**config.mk**
```make
export PLATFORM = sky130hd
export DESIGN_NAME = pc_stack_indirect_unit
export DESIGN_NICKNAME = d
export VERILOG_FILES = /design/src/core/pc_stack_indirect_unit.v
export VERILOG_INCLUDE_DIRS = /design/src /design/src/core
export SDC_FILE = /design/constraint.sdc
export NUM_CORES = 1
export LEC_CHECK = 0
export ABC_AREA = 1
export BUFFER_PORTS_ARGS = -buffer_cell sky130_fd_sc_hd__clkbuf_2
export CORE_ASPECT_RATIO = 0.7
export CORE_MARGIN = 2
export CORE_UTILIZATION = 31
export DETAILED_ROUTE_END_ITERATION = 7
export PLACE_DENSITY = 0.54
export SETUP_SLACK_MARGIN = 0.5
export SLEW_MARGIN = 20
export SYNTH_ARGS = -nofsm -noshare
export SYNTH_HDL_FRONTEND = slang
export SYNTH_SLANG_ARGS = --single-unit
```
**constraint.sdc**
```tcl
create_clock -name pclk -period 4.9 [get_ports pclk]
set_clock_uncertainty 0.1 [all_clocks]
set_input_delay 0.245 -clock pclk [delete_from_list [all_inputs] [get_ports pclk]]
set_output_delay 0.245 -clock pclk [all_outputs]
set_load 0.005 [all_outputs]
```
**src/core/pc_stack_regs.vh**
```
`ifndef PC_STACK_REGS_VH
`define PC_STACK_REGS_VH

// ----------------------------------------
// Register indices (byte address = 4 x index)
// ----------------------------------------
`define IDX_PWR_STAT 12'h08E
`define IDX_PC_LOW 12'h002
`define IDX_STATUS 12'h003
`define IDX_FILE_PTR 12'h004
`define IDX_PC_LATCH 12'h00A
`define IDX_PCVIEW 12'h0F0

// ----------------------------------------
// Field positions and widths
// ----------------------------------------
`define PWR_POR_BIT 1
`define PWR_BOR_BIT 0
`define STATUS_BANK_BIT 7
`define LATCH_PAGE_BIT 3
`define LATCH_TOP_BIT 4
`define PC_W 13
`define TGT_W 11
`define SP_W 3
`define STACK_DEPTH 8

// ----------------------------------------
// Reset values and constants
// ----------------------------------------
`define PC_RESET 13'h0000
`define PC_INT_VECTOR 13'h0004
`define PC_ONE 13'h0001
`define BYTE_ZERO 8'h00
`define INDIRECT_ADDR 8'h00
`define SP_ONE 3'h1
`define SYNC_W 2
`define SYNC_BOR 0
`define SYNC_FUSE 1

`endif

```
**src/core/pc_stack_indirect_unit.v**
```verilog
// Overview of operation
// RULE1 - Power-on flag bit 1, cleared at power-on
// RULE2 - Brown-out flag bit 0, cleared on brown-out
// RULE3 - Fuse set: flag 1 at power-on
// RULE4 - Fuse clear: power-on flag value undefined
// RULE5 - Bits 7 to 2 read zero
// RULE6 - 13-bit counter, low byte read/write
// RULE7 - Upper bits only loaded from latch
// RULE8 - Low byte write loads upper five bits
// RULE9 - Jump target 11 bits plus latch page
// RULE10 - Call saves full counter, return restores
// RULE11 - Eight by 13 stack, hidden pointer
// RULE12 - Push on call/interrupt, pop on returns
// RULE13 - Stack operations leave latch unchanged
// RULE14 - Stack wraps circularly, no overflow flag
// RULE15 - Indirect port redirects to pointer target
// RULE16 - Self-pointed indirect read returns zero
// RULE17 - Self-pointed indirect write stores nothing
// RULE18 - Address is bank bit plus pointer
// RULE19 - Software bumps latch on table rollover
// RULE20 - Counter increments per fetch otherwise
`timescale 1ns/1ps
`include "pc_stack_regs.vh"

module pc_stack_indirect_unit (
  // Clock and reset
  input wire pclk,
  input wire presetn,
  // APB slave
  input wire psel,
  input wire penable,
  input wire pwrite,
  input wire [31:0] paddr,
  input wire [31:0] pwdata,
  output reg [31:0] prdata,
  output reg pready,
  output reg pslverr,
  // Reset-generation pins
  input wire brownout_evt,
  input wire brownout_enable_fuse,
  // Execution core program flow
  input wire core_fetch,
  input wire core_goto,
  input wire core_call,
  input wire core_int,
  input wire core_ret,
  input wire [10:0] core_target,
  output reg [12:0] pc_out,
  // Execution core register-file access
  input wire core_file_rd,
  input wire core_file_wr,
  input wire [7:0] core_file_addr,
  input wire [7:0] core_file_wdata,
  output reg [7:0] file_rdata,
  output reg file_rdata_valid,
  // Register-file RAM
  output reg [8:0] ram_addr,
  output reg ram_rd,
  output reg ram_wr,
  output reg [7:0] ram_wdata,
  input wire [7:0] ram_rdata
);

  // ----------------------------------------
  // Pin synchronisers
  // ----------------------------------------
  wire [1:0] pin_in;
  reg [1:0] sync1_r;
  reg [1:0] sync2_r;
  reg [1:0] sync3_r;
  reg [1:0] pin_st_r;
  assign pin_in[`SYNC_BOR] = brownout_evt;
  assign pin_in[`SYNC_FUSE] = brownout_enable_fuse;

  // A change counts only once the second and third stages agree
  genvar gi;
  generate
    for (gi = 0; gi < `SYNC_W; gi = gi + 1)
    begin : g_sync
      always @(posedge pclk or negedge presetn)
      begin
        if (!presetn)
        begin
          sync1_r[gi] <= 1'b0;
          sync2_r[gi] <= 1'b0;
          sync3_r[gi] <= 1'b0;
          pin_st_r[gi] <= 1'b0;
        end
        else
        begin
          sync1_r[gi] <= pin_in[gi];
          sync2_r[gi] <= sync1_r[gi];
          sync3_r[gi] <= sync2_r[gi];
          if (sync2_r[gi] == sync3_r[gi])
          begin
            pin_st_r[gi] <= sync3_r[gi];
          end
        end
      end
    end
  endgenerate

  wire bor_level = pin_st_r[`SYNC_BOR];
  wire fuse_on = pin_st_r[`SYNC_FUSE];
  wire bor_agree = (sync2_r[`SYNC_BOR] == sync3_r[`SYNC_BOR]);
  wire bor_rise = bor_agree & sync3_r[`SYNC_BOR] & ~bor_level;

  // ----------------------------------------
  // APB decode
  // ----------------------------------------
  wire [11:0] idx = paddr[13:2];
  wire word_ok = (paddr[1:0] == 2'b00) & (paddr[31:14] == 18'h00000);
  wire acc = psel & penable & ~pready;
  wire take = psel & penable & pready;
  wire hit_pwr = word_ok & (idx == `IDX_PWR_STAT);
  wire hit_lo = word_ok & (idx == `IDX_PC_LOW);
  wire hit_stat = word_ok & (idx == `IDX_STATUS);
  wire hit_ptr = word_ok & (idx == `IDX_FILE_PTR);
  wire hit_lath = word_ok & (idx == `IDX_PC_LATCH);
  wire hit_view = word_ok & (idx == `IDX_PCVIEW);
  wire mapped = hit_pwr | hit_lo | hit_stat | hit_ptr | hit_lath | hit_view;
  // Writes land only at the edge that completes the access phase
  wire wr_take = take & pwrite & mapped & ~pslverr;

  // ----------------------------------------
  // Software-visible registers
  // ----------------------------------------
  reg por_flag_r;
  reg bor_flag_r;
  reg bank_r;
  reg [7:0] file_ptr_r;
  reg [4:0] lath_r;

  always @(posedge pclk or negedge presetn)
  begin
    if (!presetn)
    begin
      // presetn stands for the power-on reset of the core
      por_flag_r <= 1'b0; // RULE1
      // Fuse state is not known under reset; 1 suits both fuse cases
      bor_flag_r <= 1'b1; // RULE3 RULE4
      bank_r <= 1'b0;
      file_ptr_r <= `BYTE_ZERO;
      lath_r <= 5'h00;
    end
    else
    begin
      if (wr_take & hit_pwr)
      begin
        por_flag_r <= pwdata[`PWR_POR_BIT]; // RULE1
      end
      // Brown-out event beats a same-cycle software set
      if (fuse_on & bor_rise)
      begin
        bor_flag_r <= 1'b0; // RULE2 RULE3
      end
      else if (wr_take & hit_pwr)
      begin
        bor_flag_r <= pwdata[`PWR_BOR_BIT]; // RULE2
      end
      // Bank bit is kept so the indirect address is complete; direct accesses ignore it
      if (wr_take & hit_stat)
      begin
        bank_r <= pwdata[`STATUS_BANK_BIT];
      end
      if (wr_take & hit_ptr)
      begin
        file_ptr_r <= pwdata[7:0];
      end
      // Latch is written only by software, never by the stack
      if (wr_take & hit_lath)
      begin
        lath_r <= pwdata[4:0]; // RULE13
      end
    end
  end

  // ----------------------------------------
  // APB response
  // ----------------------------------------
  reg [31:0] rd_mux;
  always @*
  begin
    rd_mux = 32'h00000000;
    if (hit_pwr)
    begin
      rd_mux = {30'h00000000, por_flag_r, bor_flag_r}; // RULE5
    end
    else if (hit_lo)
    begin
      rd_mux = {24'h000000, pc_out[7:0]}; // RULE6
    end
    else if (hit_stat)
    begin
      rd_mux = {24'h000000, bank_r, 7'h00};
    end
    else if (hit_ptr)
    begin
      rd_mux = {24'h000000, file_ptr_r};
    end
    else if (hit_lath)
    begin
      rd_mux = {27'h0000000, lath_r};
    end
    else if (hit_view)
    begin
      // Pin view shows the filtered levels, not the raw pins
      rd_mux = {28'h0000000, fuse_on, bor_level, 2'b00};
    end
  end

  // One wait state: pready rises in the second access cycle
  always @(posedge pclk or negedge presetn)
  begin
    if (!presetn)
    begin
      pready <= 1'b0;
      pslverr <= 1'b0;
      prdata <= 32'h00000000;
    end
    else
    begin
      pready <= acc;
      if (acc)
      begin
        pslverr <= ~mapped;
        prdata <= pwrite ? 32'h00000000 : rd_mux;
      end
      else
      begin
        pslverr <= 1'b0;
      end
    end
  end

  // ----------------------------------------
  // Program counter and return stack
  // ----------------------------------------
  reg [12:0] stack_mem [0:7];
  reg [2:0] sp_r;
  wire lo_wr = wr_take & hit_lo;
  wire [2:0] sp_dec = sp_r - `SP_ONE;
  // A low-byte write overrides any same-cycle stack request
  wire do_push = ~lo_wr & (core_call | core_int); // RULE12
  wire do_pop = ~lo_wr & ~do_push & core_ret; // RULE12

  reg [12:0] pc_nxt;
  always @*
  begin
    pc_nxt = pc_out;
    if (lo_wr)
    begin
      pc_nxt = {lath_r, pwdata[7:0]}; // RULE7 RULE8
    end
    else if (core_int)
    begin
      pc_nxt = `PC_INT_VECTOR;
    end
    else if (core_call | core_goto)
    begin
      pc_nxt = {lath_r[`LATCH_TOP_BIT], lath_r[`LATCH_PAGE_BIT], core_target}; // RULE9
    end
    else if (core_ret)
    begin
      pc_nxt = stack_mem[sp_dec]; // RULE10
    end
    else if (core_fetch)
    begin
      pc_nxt = pc_out + `PC_ONE; // RULE20
    end
  end

  // Stack entries carry no reset; a pop before any push is undefined
  always @(posedge pclk)
  begin
    if (do_push)
    begin
      stack_mem[sp_r] <= pc_out; // RULE10 RULE11
    end
  end

  always @(posedge pclk or negedge presetn)
  begin
    if (!presetn)
    begin
      pc_out <= `PC_RESET;
      sp_r <= 3'h0;
    end
    else
    begin
      pc_out <= pc_nxt;
      // Pointer wraps modulo eight and has no overflow indication
      if (do_push)
      begin
        sp_r <= sp_r + `SP_ONE; // RULE11 RULE14
      end
      else if (do_pop)
      begin
        sp_r <= sp_dec; // RULE14
      end
    end
  end

  // ----------------------------------------
  // Register-file access and indirect port
  // ----------------------------------------
  wire via_port = (core_file_addr == `INDIRECT_ADDR);
  wire self_ptr = via_port & (file_ptr_r == `INDIRECT_ADDR);
  // Self-pointed accesses never reach the RAM, so no stray write can land
  wire [8:0] eff_addr = via_port ? {bank_r, file_ptr_r} : {1'b0, core_file_addr}; // RULE15 RULE18
  reg rd_pend_r;
  reg rd_zero_r;

  always @(posedge pclk or negedge presetn)
  begin
    if (!presetn)
    begin
      ram_addr <= 9'h000;
      ram_rd <= 1'b0;
      ram_wr <= 1'b0;
      ram_wdata <= `BYTE_ZERO;
      rd_pend_r <= 1'b0;
      rd_zero_r <= 1'b0;
      file_rdata <= `BYTE_ZERO;
      file_rdata_valid <= 1'b0;
    end
    else
    begin
      ram_addr <= eff_addr;
      ram_rd <= core_file_rd & ~self_ptr;
      // Self-pointed write becomes a no-operation
      ram_wr <= core_file_wr & ~core_file_rd & ~self_ptr; // RULE17
      ram_wdata <= core_file_wdata;
      rd_pend_r <= core_file_rd;
      rd_zero_r <= self_ptr;
      file_rdata_valid <= rd_pend_r;
      // Read data is taken while the RAM still drives it
      if (rd_pend_r)
      begin
        file_rdata <= rd_zero_r ? `BYTE_ZERO : ram_rdata; // RULE16
      end
    end
  end

endmodule // pc_stack_indirect_unit

```
Word-level counts from Yosys, hierarchy flattened
Memory sizes are Yosys's and may differ from the RTL's.
Cells that the tools add are included.
- flip-flop bits (word level): 104
- bits in writable memories: 104
- output and inout port bits: 75
- word-level logic and storage cells: 109
- memories kept: 1
- add/sub/neg operators: 3
- equality and inequality tests: 8
- multiplexer cells: 21
- bitwise logic cells: 43
- reductions and logical operators: 7
- memories (memory ; words ; bits a word ; read ports ; clocked after memory_dff ; wr ports ; line ; source):
    stack_mem ; 8 ; 13 ; 1 ; 0 ; 1 ; pc_stack_indirect_unit.v:239 ; reg [12:0] stack_mem [0:7];
- operator list (cell ; count):
    two-way mux 13 bit ; 5
    two-way mux 8 bit ; 5
    two-way mux 32 bit ; 1
    AND 1 bit ; 28
    == test 12 x 2 -> 1 bit (second input constant) ; 2
    == test 12 x 8 -> 1 bit (second input constant) ; 2
    logical NOT 18 bit ; 1
    logical NOT 8 bit ; 2
    adder 13 x 1 -> 13 bit (second input constant) ; 1
    == test 12 x 3 -> 1 bit (second input constant) ; 1
    == test 12 x 4 -> 1 bit (second input constant) ; 1
    two-way mux 9 bit ; 1
    NOT 1 bit ; 8
    bitwise OR 1 bit ; 7
    two-way mux 3 bit ; 2
    two-way mux 1 bit ; 5
    two-way mux 5 bit ; 1
    nonzero test 5 bit ; 1
    two-way mux 4 bit ; 1
    nonzero test 2 bit ; 2
    adder 3 x 1 -> 3 bit (second input constant) ; 1
    subtractor 3 x 1 -> 3 bit (second input constant) ; 1
    == test 1 bit ; 2
    logical NOT 2 bit ; 1

Depth between registers and ports, before layout
Gate-level depths: netlist (run 1).
- word-level depth: 18
- mapped depth: 16
- gate-level depth less buffers: 13

Least setup slack after synthesis (run 1)
Ideal clock, no wire load.
- path type: input to register
- start: input paddr[15]
- end: memory stack_mem[6][0] (enable)
- setup time: 400 ps
- arrival: 1979 ps
- required time: 4400 ps
- setup slack: 2422 ps
- stages: 9
- buffers on the path: 2
- path through: nor2_1 and2_1 nand3_4 nor2_4 nand2_4 buf_6 nand2_4 buf_12 nor3_1
- longest elaborated chain between the ends: 15
- elaborated cells between the ends (all ways): 20
- classes of those cells: mux (2); bitwise (17); reduce/logical (1)
- RTL lines (what ; line ; source):
    start: declaration ; pc_stack_indirect_unit.v:33 ; input wire [31:0] paddr,
    logical NOT 18 bit (*) ; pc_stack_indirect_unit.v:112 ; wire word_ok = (paddr[1:0] == 2'b00) & (paddr[31:14] == 18'h00000);
    AND 1 bit (*) ; pc_stack_indirect_unit.v:112 ;
    AND 1 bit (on tied branches) ; pc_stack_indirect_unit.v:115, pc_stack_indirect_unit.v:116 ;
    bitwise OR 1 bit (5 in series) ; pc_stack_indirect_unit.v:121 ; wire mapped = hit_pwr | hit_lo | hit_stat | hit_ptr | hit_lath | hit_view;
    AND 1 bit (2 in series) ; pc_stack_indirect_unit.v:123 ; wire wr_take = take & pwrite & mapped & ~pslverr;
    AND 1 bit (*) ; pc_stack_indirect_unit.v:241 ; wire lo_wr = wr_take & hit_lo;
    NOT 1 bit (*) ; pc_stack_indirect_unit.v:244 ; wire do_push = ~lo_wr & (core_call | core_int);
    AND 1 bit (*) ; pc_stack_indirect_unit.v:244 ;
    two-way mux 1 bit (*) ; pc_stack_indirect_unit.v:276 ; if (do_push)
    two-way mux 1 bit (implied by the code) (*) ; pc_stack_indirect_unit.v:278 ; stack_mem[sp_r] <= pc_out;
    end: declaration ; pc_stack_indirect_unit.v:239 ;
Every way passes the cells marked *; elsewhere a longest branch is shown, timed or not.

Worst setup path in the final report (run 1)
- start: register sp_r[1]
- end: register pc_out[6]
- longest elaborated chain between the ends: 6
- RTL lines (what ; line ; source):
    start: declaration ; pc_stack_indirect_unit.v:240 ; reg [2:0] sp_r;
    start signal: assignment ; pc_stack_indirect_unit.v:295 ; sp_r <= sp_r + `SP_ONE;
    start signal: assignment ; pc_stack_indirect_unit.v:299 ; sp_r <= sp_dec;
    subtractor 3 x 1 -> 3 bit (no source line) ; -- ;
    memory (8 x 13 bit) ; -- ;
    two-way mux 13 bit ; pc_stack_indirect_unit.v:263 ; else if (core_ret)
    two-way mux 13 bit ; pc_stack_indirect_unit.v:259 ; else if (core_call | core_goto)
    two-way mux 13 bit ; pc_stack_indirect_unit.v:255 ; else if (core_int)
    two-way mux 13 bit ; pc_stack_indirect_unit.v:251 ; if (lo_wr)
    end signal: assignment ; pc_stack_indirect_unit.v:286 ; pc_out <= `PC_RESET;
    end signal: assignment ; pc_stack_indirect_unit.v:291 ; pc_out <= pc_nxt;
    end: declaration ; pc_stack_indirect_unit.v:48 ; output reg [12:0] pc_out,
No other way between the ends.
A chain may end at the register's enable or synchronous reset.

==> PnR_summary.wiki, run 1 <==
{| class="wikitable"
! Metric !! Value
|-
| Biggest area consumer among synthesized cells || sky130_fd_sc_hd__edfxtp_1
|-
| Effective utilization at floorplan || 31.4%
|-
| Vias per cell || 4.64
|-
| Number of max-capacitance violations reported || 0
|-
| Remaining antenna violation count || 0
|-
| Final weighted congestion of routability-driven global placement || 0.843
|-
| Total power of the final layout || 4900 uW
|-
| Clock transition at path regs || 0.08 ns
|-
| Leading post-synthesis cells by cell area || sky130_fd_sc_hd__edfxtp_1 36%, sky130_fd_sc_hd__dfrtp_1 23%, sky130_fd_sc_hd__nand2_1 9.7%
|-
| Arrival time of data at the critical path endpoint || 3.34 ns
|-
| Number of warnings issued by yosys || 0
|-
| Peak fanout along the critical path || 36
|-
| Number of standard-cell rows in the floorplan || 51
|-
| DRC || 0
|-
| Peak Freq || 0.326 GHz
|-
| Unique masters post-synth || 47
|-
| TritonRoute pass-1 iters || 4
|-
| Post-Syn Area per Cell || 9.42 um2
|-
| Worst Path Class, Setup || flop to flop
|-
| Required time at the endpoint of the critical path || 5.18 ns
|-
| Nets || 1204
|-
| Leak pwr || 0.00459 uW
|-
| Power per unit of standard cell area || 462 nW/um2
|-
| Count of flip-flops with a built-in enable after synthesis || 104
|-
| Residual overflow from global routing || 0
|-
| Cell area after synthesis || 8690 um2
|-
| Run status || finished clean
|-
| Initial antenna violation count || 0
|-
| Number of cells produced by synthesis || 922
|-
| Clock buffer count from CTS || 17
|-
| Drt wl/cell || 15.9 um
|-
| Setup TNS || 0 ns
|-
| First-pass GRT wire length || 35700 um
|-
| Maximum clock insertion buffer count || 2
|-
| Syn-to-layout area delta || 22.0%
|-
| Post-route fraction of the period consumed by the critical path || 62.5%
|-
| Final setup viols || 0
|-
| Area share of the largest cell type after synthesis || 35.9%
|-
| Hold Path Class || primary input to flop
|-
| Worst setup EP type || flop
|-
| Slew @ Worst Pin || 0.983 ns
|-
| Minimum clock period after layout || 3.06 ns
|-
| Max-slew violation count || 0
|-
| Placement-stage cell area || 9680 um2
|-
| Minimum hold slack || 0.0332 ns
|-
| Flops & latches, synth || 184
|-
| Share of synthesized area occupied by flip-flops and latches || 59.0%
|-
| Overall die width || 204 um
|-
| Slew margin rel. || 34.4%
|-
| Clock root buffer || sky130_fd_sc_hd__clkbuf_16
|-
| Final hold viol count || 0
|-
| Top-level port count || 188
|-
| Fraction of registers with async set or reset after synthesis || 43.5%
|-
| Post-layout instance area || 10600 um2
|-
| Pin count of the biggest net entering global routing || 81
|-
| IO buf count || 139
|-
| Launching element type of the critical path || flop
|-
| RSZ-0062 raised after global routing || false
|-
| Primary flip-flop cell chosen by synthesis mapping || sky130_fd_sc_hd__edfxtp_1
|-
| Most instantiated cells after synthesis || 224 x sky130_fd_sc_hd__nand2_1, 116 x sky130_fd_sc_hd__nand3_1, 104 x sky130_fd_sc_hd__edfxtp_1
|-
| Via count of the routed design || 6820
|-
| Clock Sinks || 184
|-
| CTS tree || yes
|-
| Clk Latency, worst-skew pair || 0.44 ns
|-
| Share of post-route cells with drive strength above 1 || 20.2%
|-
| Top-count cell post-synth || sky130_fd_sc_hd__nand2_1
|-
| Area of the placeable core || 27700 um2
|-
| Final wirelength || 23400 um
|-
| Area enclosed by the die boundary || 29400 um2
|-
| DPL Wire Length || 15800 um
|-
| Number of antenna diodes || 0
|-
| Count of cells resized by post-cts repair || 0
|-
| Depth of the CTS H-tree || 4
|-
| VDD IR max || 0.000342 V
|-
| Die height || 144 um
|-
| DRC marker count from the first detailed-route iteration || 492
|-
| GRT Util Overall || 16.0%
|-
| Via count of the first global-routing pass || 6123
|}
## timing repair
action / 4_1_cts / 5_1_grt
endpoints found under the hold margin: 112 / 0
endpoints found under the setup margin: 0 / 0
hold buffers: 33 / 0
setup buffers: 0 / 0
## flip-flops by register name (all words and copies together), names as in the netlist, 3 cells and up
signal      count
file_ptr_r      8
stack_mem     104
ram_addr        9
ram_wdata       8
prdata          8
sp_r            3
pc_out         13
file_rdata      8
lath_r          5
## placed cells by master (no fill, tap or decap), drive strengths merged, types with 3 or more instances in the layout
cell type,n
edfxtp,104
xnor2,3
nand3,120
o21ai,48
nand4,14
inv,77
o21bai,10
dfrtp,79
or2,7
ha,4
a21oi,19
nor2,115
nor3,18
nor4,3
buf,9
clkinv,4
nand2,231
o211ai,7
clkbuf,155
conb,24
dlygate4sd3,33
## per-stage QoR
| stage | worst slack [ns] | util, % | instances |
|---|---|---|---|
| after detailed placement | 1.86 | 35.0 | 1406 |
| final | 1.84 | 38.3 | 1470 |
| after global placement | 1.81 | 35.0 | 1406 |
| after CTS | 1.83 | 38.3 | 1470 |
| after floorplan | 2.42 | - | 945 |
| after global routing | 1.57 | 38.3 | 1470 |
## cells by family after synthesis
| logic type | count (synthesis) | share of synthesized area (%) |
|---|---|---|
| other | 1 | 0.0432 |
| buffers and inverters | 127 | 7.30 |
| adder cells (fa/ha/maj) | 5 | 0.691 |
| AND/OR/NAND/NOR | 511 | 26.5 |
| AO/OA/AOI/OAI | 88 | 5.73 |
| flip-flops | 184 | 59.0 |
| multiplexers | 1 | 0.130 |
| XOR/XNOR | 5 | 0.590 |
## worst max-delay path, cell delays in order, from the launching register on
cell and delay, ns:
sky130_fd_sc_hd__dfrtp_1 0.41, sky130_fd_sc_hd__inv_1 0.10, sky130_fd_sc_hd__ha_1 0.28, sky130_fd_sc_hd__buf_4 0.39
sky130_fd_sc_hd__clkinv_1 0.69, sky130_fd_sc_hd__nand3_1 0.28, sky130_fd_sc_hd__nand3_1 0.17, sky130_fd_sc_hd__nand2_1 0.17
sky130_fd_sc_hd__o21ai_0 0.10, sky130_fd_sc_hd__nand2_1 0.08, sky130_fd_sc_hd__nand2_1 0.05, sky130_fd_sc_hd__nand2_1 0.05
sky130_fd_sc_hd__nand2_1 0.06, sky130_fd_sc_hd__nand2_1 0.05
## final timing paths
kind	startpoint	endpoint	slack, ns	cells after the start
max	sp_r[1]$_DFFE_PN0P_	pc_out[6]$_DFFE_PN0P_	1.84	13
min	pwdata[2]	lath_r[2]$_DFFE_PN0P_	0.03	3
max reg2reg	sp_r[1]$_DFFE_PN0P_	pc_out[6]$_DFFE_PN0P_	1.84	13
min reg2reg	sync1_r[1]$_DFF_PN0_	sync2_r[1]$_DFF_PN0_	0.25	0
max in group asynchronous	presetn	pc_out[9]$_DFFE_PN0P_	3.85	2
min in group asynchronous	presetn	file_rdata[5]$_DFFE_PN0P_	0.34	2
## per-layer routing
metal  vias to the layer above  part of all wire (%)  global-route usage [%]
met5                         -                     0                       0
met4                         0                  0.97                    3.93
met3                        17                   5.3                    3.18
met2                       215                    42                    22.1
met1                      3228                    51                    25.2
li1                       3360                     -                       -
## where the power goes
group | internal, uW | leakage, uW | switching [uW]
clock network | 722 | 0.000280 | 653
logic | 461 | 0.00239 | 1040
registers | 1910 | 0.00192 | 118
## cell type report
type / instances / area, um2
Clock buffer: 17 / 425
Fill cell: 2797 / 17100
Tap cell: 371 / 464
Inverter: 70 / 263
Timing Repair Buffer: 180 / 1090
Sequential cell: 184 / 5130
Clock inverter: 14 / 156
Multi-Input combinational cell: 634 / 3080
Power figures use the tool's default switching activity.
==> run 2: changes to the inputs <==
Settings changed: ABC_AREA 1 to 0, PLACE_DENSITY 0.54 to 0.55.
Clock period 4.9 ns to 3.01 ns, I/O delays scaled along.
==> run 2 against run 1 <==
Register-to-register slack worse by 1.2 ns. Die area down 6.7%. Final area down 1.6%. Highest routed layer unchanged. Maximum frequency up 29%.
==> PnR_summary.wiki, run 2 <==
{| class="wikitable"
! Metric !! Value
|-
| Layout fillers || 2380
|-
| Share of post-route cells with drive strength above 1 || 35.3%
|-
| Clock Sinks || 184
|-
| Vias per cell || 4.92
|-
| Total power of the final layout || 8150 uW
|-
| DPL Wire Length || 15600 um
|-
| Flops & latches, synth || 184
|-
| Met3 routed WL || 1390 um
|-
| Syn-to-layout area delta || 28.9%
|-
| Primary flip-flop cell chosen by synthesis mapping || sky130_fd_sc_hd__edfxtp_1
|-
| Cell area after synthesis || 8090 um2
|-
| Final hold viol count || 0
|-
| Maximum clock insertion buffer count || 2
|-
| Area enclosed by the die boundary || 27400 um2
|-
| IO buf count || 139
|-
| Number of warnings issued by yosys || 0
|-
| Initial antenna violation count || 0
|-
| Leading post-synthesis cells by cell area || sky130_fd_sc_hd__edfxtp_1 39%, sky130_fd_sc_hd__dfrtp_1 24%, sky130_fd_sc_hd__mux4_2 7.2%
|-
| Final weighted congestion of routability-driven global placement || 0.849
|-
| Worst Path Class, Setup || flop to flop
|-
| Overall die width || 197 um
|-
| Die height || 139 um
|-
| Peak fanout along the critical path || 3
|-
| Depth of the CTS H-tree || 4
|-
| Peak Freq || 0.421 GHz
|-
| Max Used Layer || met4
|-
| Run status || finished clean
|-
| Post-route fraction of the period consumed by the critical path || 79.0%
|-
| Most common cell after layout, fill and taps aside || sky130_fd_sc_hd__clkbuf_2
|-
| Clock buffer count from CTS || 17
|-
| Register ranked first by flip-flop count || stack_mem
|-
| Biggest area consumer among synthesized cells || sky130_fd_sc_hd__edfxtp_1
|-
| Final setup viols || 0
|-
| Unique masters post-synth || 66
|-
| Met2 wire length || 9450 um
|-
| First-pass GRT wire length || 33400 um
|-
| Number of antenna diodes || 0
|-
| R2R setup slack || 0.63 ns
|-
| Residual overflow from global routing || 0
|-
| Hold Path Class || primary input to flop
|-
| Sequential cell area || 5130 um2
|-
| Minimum clock period after layout || 2.38 ns
|-
| Placed insts || 1059
|-
| Fraction of registers with async set or reset after synthesis || 43.5%
|-
| Met1 layer wirelength in the final routing || 10900 um
|-
| DRC marker count from the first detailed-route iteration || 513
|-
| Placement-stage cell area || 9310 um2
|-
| GRT Util Overall || 16.6%
|-
| Number of max-capacitance violations reported || 0
|-
| Flip-flop count of the largest register, all copies and words added || 104
|-
| Number of standard-cell rows in the floorplan || 49
|-
| Leak pwr || 0.00440 uW
|-
| Via count of the routed design || 5608
|-
| Required time at the endpoint of the critical path || 3.20 ns
|-
| Slew @ Worst Pin || 0.853 ns
|-
| Count of flip-flops with a built-in enable after synthesis || 104
|-
| CTS tree || yes
|-
| Via count of the first global-routing pass || 5541
|-
| Top-level port count || 188
|-
| Pin count of the biggest net entering global routing || 69
|-
| Area of the placeable core || 25700 um2
|-
| Setup TNS || 0 ns
|-
| Worst setup EP type || flop
|-
| Area share of the largest cell type after synthesis || 38.6%
|-
| VDD IR max || 0.000441 V
|-
| Power per unit of standard cell area || 782 nW/um2
|-
| Max-slew violation count || 0
|-
| Share of synthesized area occupied by flip-flops and latches || 63.4%
|-
| Drt wl/cell || 19.4 um
|-
| Multi-input gate area in the final layout || 2730 um2
|-
| Final Non-Filler Cells || 1139
|-
| Most instantiated cells after synthesis || 104 x sky130_fd_sc_hd__edfxtp_1, 79 x sky130_fd_sc_hd__dfrtp_1, 36 x sky130_fd_sc_hd__nor2_1
|-
| Leading cell types in the layout, fill and taps excluded || 138 x sky130_fd_sc_hd__clkbuf_2, 104 x sky130_fd_sc_hd__edfxtp_1, 77 x sky130_fd_sc_hd__dfrtp_1, 43 x sky130_fd_sc_hd__dlygate4sd3_1, 39 x sky130_fd_sc_hd__buf_4
|-
| Top-count cell post-synth || sky130_fd_sc_hd__edfxtp_1
|-
| Slew margin rel. || 43.1%
|-
| Post-Syn Area per Cell || 14.1 um2
|-
| Effective utilization at floorplan || 31.5%
|-
| Registers with the most flip-flops || stack_mem: 104 flops, pc_out: 13 flops, ram_addr: 9 flops
|-
| Nets || 912
|-
| Number of cells produced by synthesis || 575
|-
| Remaining antenna violation count || 0
|-
| Post-layout instance area || 10400 um2
|-
| RSZ-0062 raised after global routing || true
|-
| Final wirelength || 22100 um
|-
| Clock transition at path regs || 0.07 ns
|-
| TritonRoute pass-1 iters || 5
|-
| Launching element type of the critical path || flop
|-
| DRC || 0
|-
| Clock root buffer || sky130_fd_sc_hd__clkbuf_16
|-
| Arrival time of data at the critical path endpoint || 2.57 ns
|-
| Clk Latency, worst-skew pair || 0.43 ns
|}
-- run 2: timing repair --
action,in CTS,in global routing
gates resized for setup,4,5
setup buffers,3,2
hold endpoints to repair,121,0
hold buffers,43,0
pin swaps,1,0
setup endpoints to repair,19,28
-- run 2: cells by family after synthesis --
kind of cell	after synthesis	share of synthesized area, %
flops	184	63.4
other cells	1	0.0464
compound gates	90	7.52
mux	58	11.5
simple gates	159	10.9
buf+inv	66	4.61
xor+xnor	12	1.30
fa+ha+maj	5	0.742
-- run 2: final timing paths --
kind	startpoint	endpoint	cells past startpoint
max	sp_r[1]$_DFFE_PN0P_	pc_out[5]$_DFFE_PN0P_	9
min	core_target[8]	pc_out[8]$_DFFE_PN0P_	4
max reg2reg	sp_r[1]$_DFFE_PN0P_	pc_out[5]$_DFFE_PN0P_	9
min reg2reg	sync1_r[1]$_DFF_PN0_	sync2_r[1]$_DFF_PN0_	0
max in group asynchronous	presetn	pc_out[3]$_DFFE_PN0P_	3
min in group asynchronous	presetn	ram_wdata[7]$_DFF_PN0_	2
-- run 2: area by class of cell --
cell class,count,share of cell area [%]
Clock inverter,14,1.44
Timing Repair Buffer,224,14.2
Multi-Input combinational cell,348,26.2
Tap cell,331,3.97
Sequential cell,184,49.2
Inverter,20,0.720
Clock buffer,18,4.32
-- run 2: metrics by stage --
step,hold slack [ns],setup WS [ns],util [%]
2_1_floorplan,-0.245,0.504,-
3_3_place_gp,0.160,0.275,36.2
3_5_place_dp,0.160,0.240,36.2
4_1_cts,0.00989,0.515,40.5
5_1_grt,0.0416,0.494,40.6
6_report,0.0439,0.633,40.6
-- run 2: report_power, final --
part	internal (uW)	leakage (uW)	switching (uW)
sequential	3120	0.00197	170
combinational	1250	0.00212	1330
clock	1230	0.000302	1050
-- run 2: layer usage --
metal	up-vias	global-route usage [%]
li1	2586	-
met1	2813	25.0
met2	183	23.2
met3	26	4.74
met4	0	4.12
met5	-	0
-- run 2: critical path: stages (launching register included) --
cell and delay [ns]:
sky130_fd_sc_hd__dfrtp_2 0.42, sky130_fd_sc_hd__inv_1 0.11, sky130_fd_sc_hd__ha_4 0.23, sky130_fd_sc_hd__buf_12 0.13
sky130_fd_sc_hd__mux4_2 0.28, sky130_fd_sc_hd__mux2i_1 0.36, sky130_fd_sc_hd__nand2_1 0.10, sky130_fd_sc_hd__o211a_1 0.16
sky130_fd_sc_hd__a221oi_1 0.22, sky130_fd_sc_hd__a21oi_1 0.11
==> run 3: changes to the inputs <==
Clock period 3.01 ns to 2.5 ns, I/O delays scaled along.
==> run 3 against run 2 <==
Clock power up 19%. Flip-flop and latch count unchanged. Critical endpoint is now pc_out[12]$_DFFE_PN0P_. Sequential share of layout area down 3.6 points. Wire length up 9.8%. First-iteration DRC count down 4.1%. Clock-buffer cell count up 1. Cell count up 3.7%. Non-clock buffer count up 42. Critical path depth down 1. Largest power group is now combinational cells.
==> PnR_summary.wiki, run 3 (synthesis results as in run 2) <==
{| class="wikitable"
! Metric !! Value
|-
| R2R setup slack || 0.21 ns
|-
| Vias per cell || 4.97
|-
| Residual overflow from global routing || 0
|-
| Registers with the most flip-flops || stack_mem: 104 flops, pc_out: 13 flops, ram_addr: 9 flops
|-
| CTS tree || yes
|-
| Clock buffer count from CTS || 17
|-
| Critical Path Source || sp_r[1]$_DFFE_PN0P_
|-
| Share of post-route cells with drive strength above 1 || 40.0%
|-
| Leak pwr || 0.00473 uW
|-
| Worst hold start || pwrite
|-
| Required time at the endpoint of the critical path || 2.70 ns
|-
| Number of standard-cell rows in the floorplan || 49
|-
| First-pass GRT wire length || 36500 um
|-
| Leading cell types in the layout, fill and taps excluded || 139 x sky130_fd_sc_hd__clkbuf_2, 104 x sky130_fd_sc_hd__edfxtp_1, 78 x sky130_fd_sc_hd__dfrtp_1, 45 x sky130_fd_sc_hd__dlygate4sd3_1, 44 x sky130_fd_sc_hd__buf_4
|-
| Clock transition at path regs || 0.07 ns
|-
| Final Non-Filler Cells || 1181
|-
| Final hold viol count || 0
|-
| Number of antenna diodes || 0
|-
| Initial antenna violation count || 0
|-
| Final wirelength || 24200 um
|-
| Die height || 139 um
|-
| Minimum hold slack || 0.0257 ns
|-
| Flip-flop count of the largest register, all copies and words added || 104
|-
| Worst min-delay path endpoint || prdata[1]$_DFFE_PN0P_
|-
| Via count of the first global-routing pass || 5816
|-
| Clk Latency, worst-skew pair || 0.44 ns
|-
| Drt wl/cell || 20.5 um
|-
| Worst setup EP type || flop
|-
| Worst-case setup slack after placement || 0.0828 ns
|-
| DPL Wire Length || 15800 um
|-
| Max-slew violation count || 0
|-
| Peak Freq || 0.437 GHz
|-
| Post-route fraction of the period consumed by the critical path || 91.6%
|-
| DRC marker count from the first detailed-route iteration || 492
|-
| Worst r2r dst || pc_out[12]$_DFFE_PN0P_
|-
| Slew margin rel. || 52.8%
|-
| Effective utilization at floorplan || 31.5%
|-
| Syn-to-layout area delta || 39.0%
|-
| Placed insts || 1067
|-
| Final setup viols || 0
|-
| RSZ-0062 raised after global routing || true
|-
| Post-layout instance area || 11200 um2
|-
| Depth of the worst hold-timing path || 4
|-
| Depth of the CTS H-tree || 4
|-
| Arrival time of data at the critical path endpoint || 2.49 ns
|-
| Worst Path Class, Setup || flop to flop
|-
| Top-level port count || 188
|-
| Remaining antenna violation count || 0
|-
| Most common cell after layout, fill and taps aside || sky130_fd_sc_hd__clkbuf_2
|-
| DRC || 0
|-
| Reg-to-reg critical path startpoint || sp_r[1]$_DFFE_PN0P_
|-
| Clock root buffer || sky130_fd_sc_hd__clkbuf_16
|-
| Launching element type of the critical path || flop
|-
| Pin count of the biggest net entering global routing || 45
|-
| Minimum clock period after layout || 2.29 ns
|-
| Peak fanout along the critical path || 8
|-
| VDD IR max || 0.000511 V
|-
| Area enclosed by the die boundary || 27400 um2
|-
| Worst R2R Path Depth || 8
|-
| Overall die width || 197 um
|-
| IO buf count || 139
|-
| Area of the placeable core || 25700 um2
|-
| Register ranked first by flip-flop count || stack_mem
|-
| Power per unit of standard cell area || 978 nW/um2
|-
| TritonRoute pass-1 iters || 5
|-
| Maximum clock insertion buffer count || 2
|-
| Run status || finished clean
|-
| Via count of the routed design || 5868
|-
| Placement-stage cell area || 9560 um2
|-
| Slew @ Worst Pin || 0.706 ns
|-
| Clock Sinks || 184
|-
| Setup ws final || 0.211 ns
|-
| Setup TNS || 0 ns
|-
| Number of max-capacitance violations reported || 0
|-
| Nets || 954
|-
| GRT Util Overall || 18.1%
|-
| Final weighted congestion of routability-driven global placement || 0.812
|-
| Hold Path Class || primary input to flop
|}
==> run 3: area by class of cell <==
| type | instances | area, um2 |
|---|---|---|
| Clock inverter | 13 | 143 |
| Sequential cell | 184 | 5130 |
| Fill cell | 2331 | 14400 |
| Clock buffer | 19 | 444 |
| Tap cell | 331 | 414 |
| Timing Repair Buffer | 266 | 2160 |
| Multi-Input combinational cell | 348 | 2870 |
| Inverter | 20 | 77.6 |
==> run 3: how the worst max path moves through the flow <==
stage	depth (start not counted)	end	slack (ns)
2_1_floorplan	12	pc_out[3]$_DFFE_PN0P_	0.01
3_3_place_gp	8	pc_out[7]$_DFFE_PN0P_	0.12
3_5_place_dp	8	pc_out[7]$_DFFE_PN0P_	0.08
4_1_cts	7	pc_out[7]$_DFFE_PN0P_	0.19
5_1_grt	10	pc_out[5]$_DFFE_PN0P_	0.11
6_report	8	pc_out[12]$_DFFE_PN0P_	0.21
==> run 3: per-layer routing <==
metal  wire (um)  global-route usage (%)
met2       10600                    26.2
met1       11800                    27.7
met5           0                       0
met4         284                    4.63
met3        1530                    3.55
==> run 3: worst max-delay path: stages, from the launching register on <==
cell and delay (ns):
sky130_fd_sc_hd__dfrtp_1 0.38, sky130_fd_sc_hd__inv_2 0.07, sky130_fd_sc_hd__ha_4 0.37, sky130_fd_sc_hd__buf_12 0.14
sky130_fd_sc_hd__mux4_2 0.28, sky130_fd_sc_hd__mux2_4 0.30, sky130_fd_sc_hd__a221o_1 0.32, sky130_fd_sc_hd__a22oi_2 0.12
sky130_fd_sc_hd__o21ai_1 0.08
==> run 3: where the power goes <==
group	internal (uW)	switching [uW]
registers	3750	162
clock network	1520	1190
logic	2370	2010
total	7640	3360
==> run 3: per-stage QoR <==
stage | util [%] | power [uW]
after floorplan | - | 6020
after global placement | 37.2 | 7120
after detailed placement | 37.2 | 7130
after CTS | 42.9 | 10700
after global routing | 43.8 | 11500
final | 43.8 | 11000
==> run 3: what timing repair did <==
action                                 CTS  global route
gates cloned                             7             2
endpoints found under the hold margin   99             0
pin swaps                               14            13
buffers inserted                        15            13
setup endpoints to repair              117           119
gates resized for setup                 21            29
hold buffers                            45             0
